==> config.mk <==
export PLATFORM = sky130hd
export DESIGN_NAME = tri_timer_flags
export DESIGN_NICKNAME = d
export VERILOG_FILES = /design/src/common/tri_pkg.sv /design/src/core/tri_flag_cell.sv /design/src/core/tri_timer_flags.sv
export VERILOG_INCLUDE_DIRS = /design/src /design/src/common
export SDC_FILE = /design/constraint.sdc
export NUM_CORES = 1
export LEC_CHECK = 0
export BUFFER_PORTS_ARGS = -buffer_cell sky130_fd_sc_hd__buf_2
export CAP_MARGIN = 10
export CORE_ASPECT_RATIO = 1.2
export CORE_MARGIN = 5
export CORE_UTILIZATION = 55
export DETAILED_ROUTE_END_ITERATION = 12
export PLACE_DENSITY = 0.92
export SYNTH_ARGS = -nofsm -noshare
export SYNTH_HDL_FRONTEND = slang
export SYNTH_HIERARCHICAL = 1
export SYNTH_SLANG_ARGS = --single-unit
==> constraint.sdc <==
create_clock -name ref_clk -period 4 [get_ports ref_clk]
set_clock_uncertainty 0.2 [all_clocks]
set_input_delay 0.8 -clock ref_clk [delete_from_list [all_inputs] [get_ports ref_clk]]
set_output_delay 0.8 -clock ref_clk [all_outputs]
set_load 0.02 [all_outputs]
==> src/common/tri_params.svh <==
// timer flag block constants: offsets, field positions, reset values
`ifndef TRI_PARAMS_SVH
`define TRI_PARAMS_SVH
`define TRI_ADDR_W          4
`define TRI_OFF_STATUS_CTRL 4'h0
`define TRI_OFF_CH_CTRL0    4'h1
`define TRI_OFF_CH_CTRL1    4'h2
`define TRI_OFF_CH_FLAGS    4'h3
`define TRI_OFF_MODULO      4'h4
`define TRI_OFF_IRQ_STATUS  4'h5
`define TRI_OFF_IRQ_MASK    4'h6
// status/control fields
`define TRI_SC_OVF_FLAG     7
`define TRI_SC_OVF_IE       6
`define TRI_SC_CENTER       5
`define TRI_SC_CLK_LO       3
`define TRI_SC_CLK_HI       4
`define TRI_SC_RESET        8'h00
// channel control fields
`define TRI_CC_FLAG         7
`define TRI_CC_IE           6
`define TRI_CC_MS_HI        5
`define TRI_CC_MS_LO        4
`define TRI_CC_ELS_HI       3
`define TRI_CC_ELS_LO       2
`define TRI_CC_RESET        8'h00
`define TRI_MOD_RESET       16'h0000
`endif

==> src/common/tri_pkg.sv <==
// timer flag block types
package tri_pkg;
   typedef enum logic [1:0] {
      TRI_CH_CAPTURE = 2'b00,
      TRI_CH_COMPARE = 2'b01,
      TRI_CH_EPWM    = 2'b10,
      TRI_CH_CPWM    = 2'b11
   } tri_ch_mode_t;
   typedef enum logic [1:0] {
      TRI_ARM_IDLE  = 2'b00,
      TRI_ARM_READY = 2'b01
   } tri_arm_t;
endpackage

==> src/core/tri_flag_cell.sv <==
// one event flag with read-then-write-zero clearing
`timescale 1ns/1ns
module tri_flag_cell
   import tri_pkg::*;
(
   input  wire logic ref_clk,
   input  wire logic rst_n,
   input  wire logic set_evt,
   input  wire logic rd_seen,
   input  wire logic wr_zero,
   output logic      flag
);
   tri_arm_t arm_reg;

   always_ff @(posedge ref_clk or negedge rst_n) begin
      if (!rst_n) begin
         arm_reg <= TRI_ARM_IDLE;
      end else if (set_evt) begin
         arm_reg <= TRI_ARM_IDLE;
      end else if (rd_seen && flag) begin
         arm_reg <= TRI_ARM_READY;
      end else if (wr_zero) begin
         arm_reg <= TRI_ARM_IDLE;
      end
   end

   always_ff @(posedge ref_clk or negedge rst_n) begin
      if (!rst_n) begin
         flag <= 1'b0;
      end else if (set_evt) begin
         flag <= 1'b1;
      end else if (wr_zero && arm_reg == TRI_ARM_READY) begin
         flag <= 1'b0;
      end
   end

   property p_clear_needs_arm;
      @(posedge ref_clk) disable iff (!rst_n)
         ($fell(flag)) |-> $past(arm_reg == TRI_ARM_READY && wr_zero);
   endproperty
   a_clear_needs_arm: assert property (p_clear_needs_arm) else $error("flag cleared without armed write");

   property p_event_wins;
      @(posedge ref_clk) disable iff (!rst_n)
         set_evt |=> flag;
   endproperty
   a_event_wins: assert property (p_event_wins) else $error("event lost");
endmodule

==> src/core/tri_timer_flags.sv <==
// timer reset state and interrupt flag logic
//
// Strobed register access and the placing of the registers were chosen for this implementation.
`timescale 1ns/1ns
`include "tri_params.svh"

// Behaviour
// - reset clears status/control, clock off, no ovf irq
// - reset clears center and channel mode bits
// - one overflow source, one per channel
// - capture edge sets channel flag
// - compare match sets channel flag
// - requests active high, gated by enables
// - level request while flag and enable set
// - clear by read-set then write zero
// - event between read and write cancels clear
// - edge mode overflow at terminal to zero
// - center mode overflow at up-down reversal
// - edge select: off, rise, fall, both
// - edge pwm flag on match
// - center pwm flag on both matches
module tri_timer_flags
   import tri_pkg::*;
#(
   parameter int N_CH = 2
)
(
   input  wire logic                   ref_clk,
   input  wire logic                   rst_n,
   input  wire logic [`TRI_ADDR_W-1:0] addr,
   input  wire logic [15:0]            wdata,
   input  wire logic                   wr_stb,
   input  wire logic                   rd_stb,
   output logic      [15:0]            rdata,
   input  wire logic [15:0]            count,
   input  wire logic [N_CH-1:0]        ch_pin,
   input  wire logic [N_CH*16-1:0]     ch_value,
   output logic                        ovf_irq,
   output logic      [N_CH-1:0]        ch_irq,
   output logic                        irq,
   output logic      [7:0]             status_ctrl_out,
   output logic      [N_CH-1:0]        ch_pin_owned
);
   ////////////////////////////////////////////////////////////////////////
   logic rst_meta_reg;
   logic rst_sync_reg;
   always_ff @(posedge ref_clk or negedge rst_n) begin
      if (!rst_n) begin
         rst_meta_reg <= 1'b0;
         rst_sync_reg <= 1'b0;
      end else begin
         rst_meta_reg <= 1'b1;
         rst_sync_reg <= rst_meta_reg;
      end
   end
   wire logic srst_n = rst_sync_reg;

   ////////////////////////////////////////////////////////////////////////
   logic [7:0]      sc_reg;
   logic [7:0]      cc_reg [N_CH];
   logic [15:0]     mod_reg;
   logic [15:0]     cnt_prev_reg;
   logic            dir_down_reg;
   logic [N_CH-1:0] pin_prev_reg;
   logic            ovf_flag;
   logic [N_CH-1:0] ch_flag;
   logic [N_CH:0]   ist_reg;
   logic [N_CH:0]   imask_reg;

   wire logic wr_sc   = wr_stb && addr == `TRI_OFF_STATUS_CTRL;
   wire logic rd_sc   = rd_stb && addr == `TRI_OFF_STATUS_CTRL;
   wire logic rd_chf  = rd_stb && addr == `TRI_OFF_CH_FLAGS;
   wire logic wr_chf  = wr_stb && addr == `TRI_OFF_CH_FLAGS;

   function automatic logic [`TRI_ADDR_W-1:0] ch_off(input int i);
      ch_off = (i == 0) ? `TRI_OFF_CH_CTRL0 : `TRI_OFF_CH_CTRL1;
   endfunction

   function automatic tri_ch_mode_t ch_mode(input logic [7:0] c, input logic center);
      if (center) ch_mode = TRI_CH_CPWM;
      else if (c[`TRI_CC_MS_HI]) ch_mode = TRI_CH_EPWM;
      else if (c[`TRI_CC_MS_LO]) ch_mode = TRI_CH_COMPARE;
      else ch_mode = TRI_CH_CAPTURE;
   endfunction

   ////////////////////////////////////////////////////////////////////////
   // control registers
   always_ff @(posedge ref_clk or negedge srst_n) begin
      if (!srst_n) begin
         sc_reg <= `TRI_SC_RESET;
      end else if (wr_sc) begin
         sc_reg <= {1'b0, wdata[6:0]};
      end
   end

   always_ff @(posedge ref_clk or negedge srst_n) begin
      if (!srst_n) begin
         for (int i = 0; i < N_CH; i++) cc_reg[i] <= `TRI_CC_RESET;
      end else begin
         for (int i = 0; i < N_CH; i++)
            if (wr_stb && addr == ch_off(i)) cc_reg[i] <= {1'b0, wdata[6:0]};
      end
   end

   always_ff @(posedge ref_clk or negedge srst_n) begin
      if (!srst_n) begin
         mod_reg <= `TRI_MOD_RESET;
      end else if (wr_stb && addr == `TRI_OFF_MODULO) begin
         mod_reg <= wdata;
      end
   end

   ////////////////////////////////////////////////////////////////////////
   // event detection
   wire logic center  = sc_reg[`TRI_SC_CENTER];
   wire logic running = sc_reg[`TRI_SC_CLK_HI] | sc_reg[`TRI_SC_CLK_LO];
   wire logic [15:0] term = (mod_reg == 16'h0000) ? 16'hFFFF : mod_reg;

   always_ff @(posedge ref_clk or negedge srst_n) begin
      if (!srst_n) begin
         cnt_prev_reg <= 16'h0000;
         pin_prev_reg <= '0;
         dir_down_reg <= 1'b0;
      end else begin
         cnt_prev_reg <= count;
         pin_prev_reg <= ch_pin;
         // direction of the last count change
         if (count != cnt_prev_reg) dir_down_reg <= count < cnt_prev_reg;
      end
   end

   wire logic cnt_moved = count != cnt_prev_reg;
   logic ovf_evt;
   always_comb begin
      if (center)
         ovf_evt = running && cnt_prev_reg == term && !dir_down_reg && count < cnt_prev_reg;
      else
         ovf_evt = running && cnt_moved && cnt_prev_reg == term && count == 16'h0000;
   end

   logic [N_CH-1:0] ch_evt;
   always_comb begin
      for (int i = 0; i < N_CH; i++) begin
         logic rise;
         logic fall;
         logic match;
         rise  = ch_pin[i] & ~pin_prev_reg[i];
         fall  = ~ch_pin[i] & pin_prev_reg[i];
         match = running && cnt_moved && count == ch_value[i*16 +: 16];
         unique case (ch_mode(cc_reg[i], center))
            TRI_CH_CAPTURE:
               ch_evt[i] = (cc_reg[i][`TRI_CC_ELS_LO] & rise) | (cc_reg[i][`TRI_CC_ELS_HI] & fall);
            TRI_CH_COMPARE: ch_evt[i] = match;
            TRI_CH_EPWM:    ch_evt[i] = match;
            TRI_CH_CPWM:    ch_evt[i] = match;
         endcase
      end
   end

   ////////////////////////////////////////////////////////////////////////
   // flags, one cell per source
   tri_flag_cell u_ovf (
      .ref_clk (ref_clk),
      .rst_n   (srst_n),
      .set_evt (ovf_evt),
      .rd_seen (rd_sc),
      .wr_zero (wr_sc && !wdata[`TRI_SC_OVF_FLAG]),
      .flag    (ovf_flag)
   );

   for (genvar g = 0; g < N_CH; g++) begin : g_ch
      tri_flag_cell u_ch (
         .ref_clk (ref_clk),
         .rst_n   (srst_n),
         .set_evt (ch_evt[g]),
         .rd_seen (rd_chf || (rd_stb && addr == ch_off(g))),
         .wr_zero ((wr_chf && !wdata[g]) || (wr_stb && addr == ch_off(g) && !wdata[`TRI_CC_FLAG])),
         .flag    (ch_flag[g])
      );
   end

   ////////////////////////////////////////////////////////////////////////
   // sticky status and mask for the summary line
   wire logic [N_CH:0] src_evt = {ch_evt, ovf_evt};
   always_ff @(posedge ref_clk or negedge srst_n) begin
      if (!srst_n) begin
         ist_reg <= '0;
      end else begin
         ist_reg <= src_evt | (ist_reg & ~((wr_stb && addr == `TRI_OFF_IRQ_STATUS) ? wdata[N_CH:0] : '0));
      end
   end

   always_ff @(posedge ref_clk or negedge srst_n) begin
      if (!srst_n) begin
         imask_reg <= '0;
      end else if (wr_stb && addr == `TRI_OFF_IRQ_MASK) begin
         imask_reg <= wdata[N_CH:0];
      end
   end

   ////////////////////////////////////////////////////////////////////////
   // outputs, all registered
   logic [N_CH-1:0] ch_req;
   always_comb begin
      for (int i = 0; i < N_CH; i++) ch_req[i] = ch_flag[i] & cc_reg[i][`TRI_CC_IE];
   end

   always_ff @(posedge ref_clk or negedge srst_n) begin
      if (!srst_n) begin
         ovf_irq         <= 1'b0;
         ch_irq          <= '0;
         irq             <= 1'b0;
         status_ctrl_out <= 8'h00;
         ch_pin_owned    <= '0;
      end else begin
         ovf_irq         <= ovf_flag & sc_reg[`TRI_SC_OVF_IE];
         ch_irq          <= ch_req;
         irq             <= |(ist_reg & imask_reg);
         status_ctrl_out <= {ovf_flag, sc_reg[6:0]};
         for (int i = 0; i < N_CH; i++)
            ch_pin_owned[i] <= center | (|cc_reg[i][5:2]);
      end
   end

   always_ff @(posedge ref_clk or negedge srst_n) begin
      if (!srst_n) begin
         rdata <= 16'h0000;
      end else if (rd_stb) begin
         unique case (addr)
            `TRI_OFF_STATUS_CTRL: rdata <= {8'h00, ovf_flag, sc_reg[6:0]};
            `TRI_OFF_CH_CTRL0:    rdata <= {8'h00, ch_flag[0], cc_reg[0][6:0]};
            `TRI_OFF_CH_CTRL1:    rdata <= {8'h00, ch_flag[N_CH-1], cc_reg[N_CH-1][6:0]};
            `TRI_OFF_CH_FLAGS:    rdata <= 16'(ch_flag);
            `TRI_OFF_MODULO:      rdata <= mod_reg;
            `TRI_OFF_IRQ_STATUS:  rdata <= 16'(ist_reg);
            `TRI_OFF_IRQ_MASK:    rdata <= 16'(imask_reg);
            default:              rdata <= 16'h0000;
         endcase
      end else begin
         rdata <= 16'h0000;
      end
   end

   ////////////////////////////////////////////////////////////////////////
   property p_reset_quiet;
      @(posedge ref_clk) $rose(srst_n) |-> sc_reg == 8'h00 && !ovf_irq;
   endproperty
   a_reset_quiet: assert property (p_reset_quiet) else $error("control not clear after reset");

   property p_reset_channels;
      @(posedge ref_clk) $rose(srst_n) |-> cc_reg[0] == 8'h00 && !center;
   endproperty
   a_reset_channels: assert property (p_reset_channels) else $error("channel bits not clear");

   property p_ovf_gate;
      @(posedge ref_clk) disable iff (!srst_n)
         ovf_irq |-> $past(ovf_flag && sc_reg[`TRI_SC_OVF_IE]);
   endproperty
   a_ovf_gate: assert property (p_ovf_gate) else $error("overflow request without enable");

   property p_ovf_level;
      @(posedge ref_clk) disable iff (!srst_n)
         (ovf_flag && sc_reg[`TRI_SC_OVF_IE]) |=> ovf_irq;
   endproperty
   a_ovf_level: assert property (p_ovf_level) else $error("overflow request dropped");

   property p_ch_level;
      @(posedge ref_clk) disable iff (!srst_n)
         (ch_flag[0] && cc_reg[0][`TRI_CC_IE]) |=> ch_irq[0];
   endproperty
   a_ch_level: assert property (p_ch_level) else $error("channel request dropped");

   property p_edge_ovf;
      @(posedge ref_clk) disable iff (!srst_n)
         (!center && running && cnt_prev_reg == term && count == 16'h0000) |=> ovf_flag;
   endproperty
   a_edge_ovf: assert property (p_edge_ovf) else $error("overflow missed at wrap");

   property p_capture;
      @(posedge ref_clk) disable iff (!srst_n)
         (!center && cc_reg[0][5:4] == 2'b00 && cc_reg[0][`TRI_CC_ELS_LO] && ch_pin[0] && !pin_prev_reg[0])
            |=> ch_flag[0];
   endproperty
   a_capture: assert property (p_capture) else $error("capture edge missed");

   property p_compare;
      @(posedge ref_clk) disable iff (!srst_n)
         (!center && cc_reg[N_CH-1][5:4] == 2'b01 && running && count != cnt_prev_reg
            && count == ch_value[N_CH*16-1 -: 16]) |=> ch_flag[N_CH-1];
   endproperty
   a_compare: assert property (p_compare) else $error("compare match missed");

   property p_write_one;
      @(posedge ref_clk) disable iff (!srst_n)
         (wr_chf && wdata[0] && ch_flag[0]) |=> ch_flag[0];
   endproperty
   a_write_one: assert property (p_write_one) else $error("writing one cleared flag");

   property p_center_ovf;
      @(posedge ref_clk) disable iff (!srst_n)
         (center && running && $past(count, 2) < term && $past(count) == term && count < term) |=> ovf_flag;
   endproperty
   a_center_ovf: assert property (p_center_ovf) else $error("overflow missed at reversal");

   c_ovf_irq:  cover property (@(posedge ref_clk) disable iff (!srst_n) $rose(ovf_irq));
   c_ch_clear: cover property (@(posedge ref_clk) disable iff (!srst_n) $fell(ch_flag[0]));
   c_summary:  cover property (@(posedge ref_clk) disable iff (!srst_n) $rose(irq));
endmodule

Yosys cells after proc, flatten, opt, wreduce, memory -nomap -nowiden --
Cells that the tools add are included.
Word-level totals: word-level logic and storage cells 149, input port bits 74, output and inout bits 30, flip-flop bits (word level) 103
Operators by class: reduce and logical (&&, ||, !) cells 54, eq/ne operators 19, bitwise gates (word level) 24, muxes and demuxes 28, magnitude comparators 1
Operator list (count):
- $pmux W16 S7 | 1
- $eq A16 B16 Y1 | 3
- $logic_not A16 Y1 | 2
- $mux W16 | 2
- $logic_and A1 B1 Y1 | 30
- $mux W2 | 13
- $lt A16 B16 Y1 | 1
- $ne A16 B16 Y1 | 1
- $eq A4 B3 Y1 const B | 3
- $and A1 B1 Y1 | 11
- $eq A2 B1 Y1 const B | 5
- $mux W1 | 9
- $reduce_bool A3 Y1 | 3
- $reduce_or A3 Y1 | 3
- $eq A2 B2 Y1 const B | 4
- $eq A4 B2 Y1 const B | 2
- $reduce_or A4 Y1 | 2
- $and A3 B3 Y3 | 2
- $reduce_bool A2 Y1 | 3
- $or A1 B1 Y1 | 5
- $eq A4 B1 Y1 const B | 1
- $logic_not A1 Y1 | 4
- $logic_not A2 Y1 | 2
- $logic_not A4 Y1 | 1
- 6 further kinds | 13

Longest topological paths before layout --
Gate-level depths: netlist of run 1.
word-level depth 8, mapped depth 9, gate-level depth less buffers 9

By module --
The synthesis of run 1 kept the hierarchy.
By module, submodules not included:
- tri_timer_flags | times used 1, area each 4603.2 um^2, cells each 402, seq. area each 2352.3 um^2
- tri_flag_cell | times used 3, area each 80.1 um^2, cells each 7, seq. area each 50.0 um^2

Worst setup path after synthesis of run 1 --
Ideal clock, no wire load.
kind input to register, start point in count[11], end point reg u_ovf.flag, buffers on the path 0, data arrival time 2.372 ns, stages on the path 8, slack 1.363 ns, cell sequence ha_1 > a21oi_1 > o21a_1 > o211a_1 > a221oi_1 > o31a_1 > nor4_1 > a21o_1
Between the ends: cells in the longest elaborated chain, start to end 6
Ends and longest elaborated chain:
- from (decl) | line tri_timer_flags.sv:35 | input wire logic [15:0] count,
- parallel branches: the longest is 4 deep, another holds $lt A16 B16 Y1
- $mux W1 * | line tri_timer_flags.sv:135 | if (center)
- net ovf_evt | line tri_timer_flags.sv:133 | logic ovf_evt;
- $mux W1 / $reduce_bool A2 Y1 (equally long branches)
- to (signal assigned) | line tri_flag_cell.sv:29 | flag <= 1'b0;
- to (signal assigned) | line tri_flag_cell.sv:31 | flag <= 1'b1;
- to (signal assigned) | line tri_flag_cell.sv:33 | flag <= 1'b0;
- to (decl) | line tri_flag_cell.sv:11 | output logic flag
Mark *: on every way through the listed nets, which the timed path passes. A chain may end at the register's enable or synchronous reset.

Worst setup path in the final report of run 1 --
start point reg mod_reg[10], end point reg u_ovf.flag
Between the ends: cells in the longest elaborated chain, start to end 8
Ends and longest elaborated chain:
- from (decl) | line tri_timer_flags.sv:61 | logic [15:0] mod_reg;
- from (signal assigned) | line tri_timer_flags.sv:107 | mod_reg <= `TRI_MOD_RESET;
- from (signal assigned) | line tri_timer_flags.sv:109 | mod_reg <= wdata;
- $logic_not A16 Y1 | line tri_timer_flags.sv:117 | wire logic [15:0] term = (mod_reg == 16'h0000) ? 16'hFFFF : mod_reg;
- $mux W16 * | line tri_timer_flags.sv:117
- $eq A16 B16 Y1 * | line tri_timer_flags.sv:136, tri_timer_flags.sv:138
- $logic_and A1 B1 Y1 (3 in a row) | line tri_timer_flags.sv:136 | ovf_evt = running && cnt_prev_reg == term && !dir_down_reg && count < cnt_prev_reg;
- $mux W1 * | line tri_timer_flags.sv:135
- net ovf_evt | line tri_timer_flags.sv:133
- $mux W1 / $reduce_bool A2 Y1 (equally long branches)
The timed path passes the listed nets; every way through them passes the cells marked *.

==> results.cfg, run 1 <==
[run_status]
status = finished, final reports clean

[synth]
ys_warn_count = 6
synth-async-reset-ratio_pct = 100.0
avgSynthCellArea_um2 = 11.45
synth_seq_cells = 100
synth_nets = 513
synth-edff-count = 0
synth.distinct_cells = 50
syn-cell-area_mm2 = 0.004843
synth_top_flop_cell = dfrtp_1
syn_inst = 423
seq_area_frac_synth_pct = 51.67

[cts]
cts_resized = 0
post-cts-setup-buffers = 0
clk_path_buf_depth = 2
numCtsBuffers = 9
root_buffer = clkbuf_8
clkLatencyLatePin_ns = 0.37
path_clk_slew_ns = 0.10
htreeDepth = 3
clock-sinks = 100
cts_tree = built
cts-hold-fix-buffers = 1

[worst_setup_path]
crit_buf_inv = 0
worstPathMaxFanout = 9
critPathTopFamily = simple AND/OR/NAND/NOR gates
r2r_slack_ns = 1.22
cp_slowest_cell = nor4_1
cp.required_ns = 4.11
crit_chain = nor4_1 -> and4_1 -> nor2_1 -> xnor2_1 -> nand4_2 -> nor4_1 -> a21o_1
cp.arrival_ns = 2.89
end_kind = flop
worstSetupPathType = reg2reg
worstSetupStartpointType = flop
path_common_cell = nor4_1
cp_slowest_stage_delay_ns = 0.55

[drt]
wl_per_cell_um = 19.24
vias_per_cell = 5.878
drtIter0Drc = 401
vias = 3856
wirelength_mm = 12.62
ant_nets = 0
first_pass_iters = 6
drc_errors = 0

[floorplanning]
io_pins = 104
dieHeight_um = 112.8
design.core.area_mm2 = 0.008611
die-area_mm2 = 0.01079
die_x_um = 95.67
start_util_pct = 56.25
rows = 37

[power]
seqPwrFrac_pct = 52.9
p_comb_share_pct = 19.9
swShare_pct = 30.99
clkPwrFrac_pct = 27.3
p_int_w = 0.001777
power.leakage_nw = 2.760
power.density_mw_per_mm2 = 449.6
p_sw_w = 0.0007981
ir_drop_v = 0.0002345

[place]
numPortBuffers = 103
place_area_mm2 = 0.005504
dp_hpwl_mm = 9.288
post-place-ws_ns = 1.003
dp_cells = 639
gp_congestion = 0.8968

[timing]
maxSlewViolCount = 0
fin_ws_ns = 1.218
worst_slew_pin_slew_ns = 0.9186
setup_violations = 0
fmax_mhz = 359.5
hold_violations = 0
fin_hold_ws_ns = 0.1593
setup-tns-final_ns = 0
fin_crit_ns = 2.782
period_share_pct = 69.54
grt_setup_unrepaired = no
slew_headroom_pct = 38.76

[hold_path]
hold_path.class = reg2reg

[job]
cap_violations = 0

[grt]
grt_max_degree = 76
first_global_vias = 4021
grt_pass1_wl_mm = 20.27
track_usage_pct = 24.61
antenna_found_initial = 0
gr-total-overflow = 0

[cells_and_area]
drive_gt1_share_pct = 28.76
area_growth_pct = 18.29
fin_area_mm2 = 0.005729
antenna_cells = 0
fin_cells = 656
final_net_count = 624
kinds of logic after synthesis:
logic type | share of synthesized area (%)
buffers and inverters | 2.196
AO/OA/AOI/OAI | 8.965
flip-flops | 51.67
adder cells (fa/ha/maj) | 4.133
other | 0.07743
XOR/XNOR | 7.776
multiplexers | 10.57
AND/OR/NAND/NOR | 14.62
power by group through the flow:
stage / combinational, W / sequential [W] / clock, W
after global routing: 0.000565 / 0.00138 / 0.000749
after detailed placement: 0.000505 / 0.00137 / 0
after global placement: 0.000481 / 0.00136 / 0
after floorplan: 0.000294 / 0.00136 / 0
after CTS: 0.000513 / 0.00135 / 0.000704
final: 0.000512 / 0.00136 / 0.000702
Yosys cell counts, drive strengths merged (2+ instances only):
| master | instances | area (um2) |
|---|---|---|
| buf | 2 | 16.26 |
| a221oi | 2 | 17.52 |
| inv | 17 | 63.81 |
| ha | 16 | 200.2 |
| nor4 | 16 | 106.4 |
| o41ai | 3 | 33.79 |
| a21oi | 21 | 116.4 |
| clkbuf | 7 | 26.28 |
| nand4 | 13 | 87.58 |
| o32ai | 2 | 17.52 |
| and4 | 2 | 17.52 |
| a222oi | 8 | 80.08 |
| o211ai | 2 | 20.02 |
| mux2i | 5 | 50.05 |
| xnor2 | 17 | 148.9 |
| xor2 | 26 | 227.7 |
| and3 | 11 | 68.82 |
| mux2 | 41 | 461.7 |
| nand3 | 9 | 45.04 |
| o21a | 2 | 15.01 |
| nor2b | 3 | 18.77 |
| nor3 | 3 | 20.02 |
| or3 | 2 | 12.51 |
| nand2 | 35 | 131.4 |
| a21o | 6 | 45.04 |
| o21ai | 6 | 30.02 |
| and2 | 4 | 25.02 |
| nand2b | 6 | 37.54 |
| nand3b | 5 | 37.54 |
| dfrtp | 100 | 2502 |
| nor2 | 21 | 78.83 |
routing by layer:
metal,wire [um],up-vias,global-route usage (%)
li1,-,1750,-
met1,5013,1892,30.89
met2,6356,174,40.40
met3,743,40,4.588
met4,509,0,12.14
met5,0,-,0
cells in the final DEF (no fill, tap or decap), types with 4 or more instances in the layout:
cell type    n
nor4_1      15
a21o_1       6
inv_1       17
mux2i_1      5
dfrtp_1     99
mux2_2      22
nor2_1      21
ha_1        16
and2_1       4
clkbuf_8     9
nand2_1     35
xor2_1      26
mux2_1      19
a21oi_1     18
a222oi_1     8
nand3b_1     5
nand2b_1     6
buf_4        5
nand3_1      9
nand4_1     12
xnor2_1     17
and3_1      11
buf_2      103
area by class of cell:
class	instances	area, um2
Timing Repair Buffer	109	563.0
Multi-Input combinational cell	297	2235
Tap cell	117	146.4
Clock inverter	6	87.58
Inverter	17	63.81
Sequential cell	100	2506
Clock buffer	10	127.6
Fill cell	634	2882
path summary, 6_finish.rpt:
check / startpoint / endpoint / cells after the start
worst min register to register: rst_meta_reg / rst_sync_reg / 0
worst max register to register: mod_reg[10] / u_ovf/flag / 7
worst max-delay path: mod_reg[10] / u_ovf/flag / 7
min in group asynchronous: rst_sync_reg / ch_pin_owned[1] / 0
worst min-delay path: rst_meta_reg / rst_sync_reg / 0
max in group asynchronous: rst_sync_reg / u_ovf/arm_reg[0] / 1
stage by stage:
step	total power, W	util, %
after CTS	0.002571	66.54
after global placement	0.001840	63.92
after detailed placement	0.001877	63.92
after floorplan	0.001654	-
after global routing	0.002695	66.54
final	0.002576	66.54
Power figures use the tool's default switching activity.
==> inputs of run 2 (changes only) <==
==> constraint.sdc (replaced) <==
create_clock -name ref_clk -period 2.9 [get_ports ref_clk]
set_clock_uncertainty 0.2 [all_clocks]
set_input_delay 0.58 -clock ref_clk [delete_from_list [all_inputs] [get_ports ref_clk]]
set_output_delay 0.58 -clock ref_clk [all_outputs]
set_load 0.02 [all_outputs]
==> run 2 against run 1 <==
  * Design area grew 0.35%
  * Worst hold slack worse by 0.012 ns
  * Highest routed layer unchanged
  * Largest cell class unchanged
  * Critical path type unchanged
  * Core utilization increased by 0.23 points
  * Via count is 0.31% higher
  * First-iteration DRC count is 38% lower
  * Global-route usage down 0.77 points
==> results.cfg, run 2 (synthesis results as in run 1) <==
[floorplanning]
dieHeight_um = 112.8
rows = 37
io_pins = 104
start_util_pct = 56.25
die-area_mm2 = 0.01079
design.core.area_mm2 = 0.008611
die_x_um = 95.67

[cells_and_area]
area_growth_pct = 18.70
final_net_count = 627
utilization_pct = 66.77
antenna_cells = 0
layout_commonest_cell = buf_2
layout_common_cells = buf_2 (103), dfrtp_1 (99), nand2_1 (35), xor2_1 (26), mux2_2 (22)
drive_gt1_share_pct = 29.15

[drt]
ant_nets = 0
wl_met1_mm = 4.644
wl_per_cell_um = 18.51
routed-wl-met2_mm = 6.118
wirelength_mm = 12.20
vias = 3868
top_layer_used = met4
first_pass_iters = 5
vias_per_cell = 5.869
met3WireLength_um = 958
drc_errors = 0
drtIter0Drc = 247

[job]
cap_violations = 0

[timing]
fin_crit_ns = 2.691
slew_headroom_pct = 53.18
worst_slew_pin_slew_ns = 0.7006
period_share_pct = 92.80
setup-tns-final_ns = 0
grt_setup_unrepaired = no
setup_violations = 0
maxSlewViolCount = 0
fin_ws_ns = 0.2089
fmax_mhz = 371.6
hold_violations = 0

[worst_setup_path]
cp_slowest_cell = dfrtp_1
crit_chain = nor4_1 -> nand4_1 -> o32ai_1 -> and4_1 -> nand4_2 -> nor4_1 -> a21o_1
worstSetupPathType = reg2reg
end_kind = flop
critPathTopFamily = simple AND/OR/NAND/NOR gates
cp_slowest_stage_delay_ns = 0.46
path_common_cell = nor4_1
cp.arrival_ns = 2.80
cp.required_ns = 3.01
worstSetupStartpointType = flop
worstPathMaxFanout = 6
crit_buf_inv = 0

[power]
power.leakage_nw = 2.765
ir_drop_v = 0.0002335
p_int_w = 0.002394
power.density_mw_per_mm2 = 603.2
clkPwrFrac_pct = 25.7
swShare_pct = 30.97
p_sw_w = 0.001074
seqPwrFrac_pct = 53.5
finalPower_w = 0.003468
p_comb_share_pct = 20.8

[cts]
numCtsBuffers = 9
clock-sinks = 100
cts_tree = built
clk_path_buf_depth = 2
clkLatencyLatePin_ns = 0.36
root_buffer = clkbuf_8
htreeDepth = 3
path_clk_slew_ns = 0.10
cts_resized = 0

[hold_path]
hold_path.class = reg2async

[place]
numPortBuffers = 103
dp_hpwl_mm = 9.137
post-place-ws_ns = 0.1500
gp_congestion = 0.9127

[grt]
antenna_found_initial = 0
grt_pass1_wl_mm = 19.78
gr-total-overflow = 0
grt_max_degree = 55
track_usage_pct = 23.84
first_global_vias = 4111

[run_status]
status = finished, final reports clean
run 2: metrics by stage:
stage,instances,instance area [um2],hold WS [ns]
2_1_floorplan,423,4845,0.08441
3_5_place_dp,642,5539,0.1397
3_3_place_gp,642,5539,0.1374
5_1_grt,659,5749,0.1363
4_1_cts,659,5749,0.1356
6_report,659,5749,0.1478
run 2: layer usage:
layer  vias to the layer above  global-route usage, %
met5                         -                      0
met4                         0                  12.14
met3                        51                  4.654
met2                       204                  39.29
met1                      1855                  29.48
li1                       1758                      -
run 2: power by group through the flow:
stage                     Clock, W  Combinational [W]  Sequential, W
final                     0.000891           0.000722        0.00186
after global routing      0.000952           0.000794        0.00189
after CTS                 0.000899           0.000723        0.00185
after detailed placement         0           0.000714        0.00187
after global placement           0           0.000681        0.00186
after floorplan                  0           0.000405        0.00188
run 2: path summary, 6_finish.rpt:
check                        startpoint               to  slack [ns]  depth (start not counted)
min                        rst_sync_reg        sc_reg[0]        0.15                          0
max in group asynchronous  rst_sync_reg     dir_down_reg        1.66                          1
min in group ref_clk          ch_pin[1]  pin_prev_reg[1]        0.16                          1
min reg2reg                rst_sync_reg        sc_reg[0]        0.15                          0
max reg2reg                 mod_reg[10]       u_ovf/flag        0.21                          7
max                         mod_reg[10]       u_ovf/flag        0.21                          7
run 2: area by class of cell:
cell class / instances / area, um2
fillers: 656 / 2861
flip-flops and latches: 100 / 2506
multi-input cells: 297 / 2235
repair buffers: 112 / 598.1
well taps: 117 / 146.4
clock buffers: 11 / 141.4
inverters: 17 / 63.81
clock inverters: 5 / 58.81
run 2: repair_timing:
| action | in CTS | in global routing |
|---|---|---|
| hold buffers | 1 | 0 |
| endpoints found under the hold margin | 2 | 0 |
| buffers inserted | 0 | 0 |
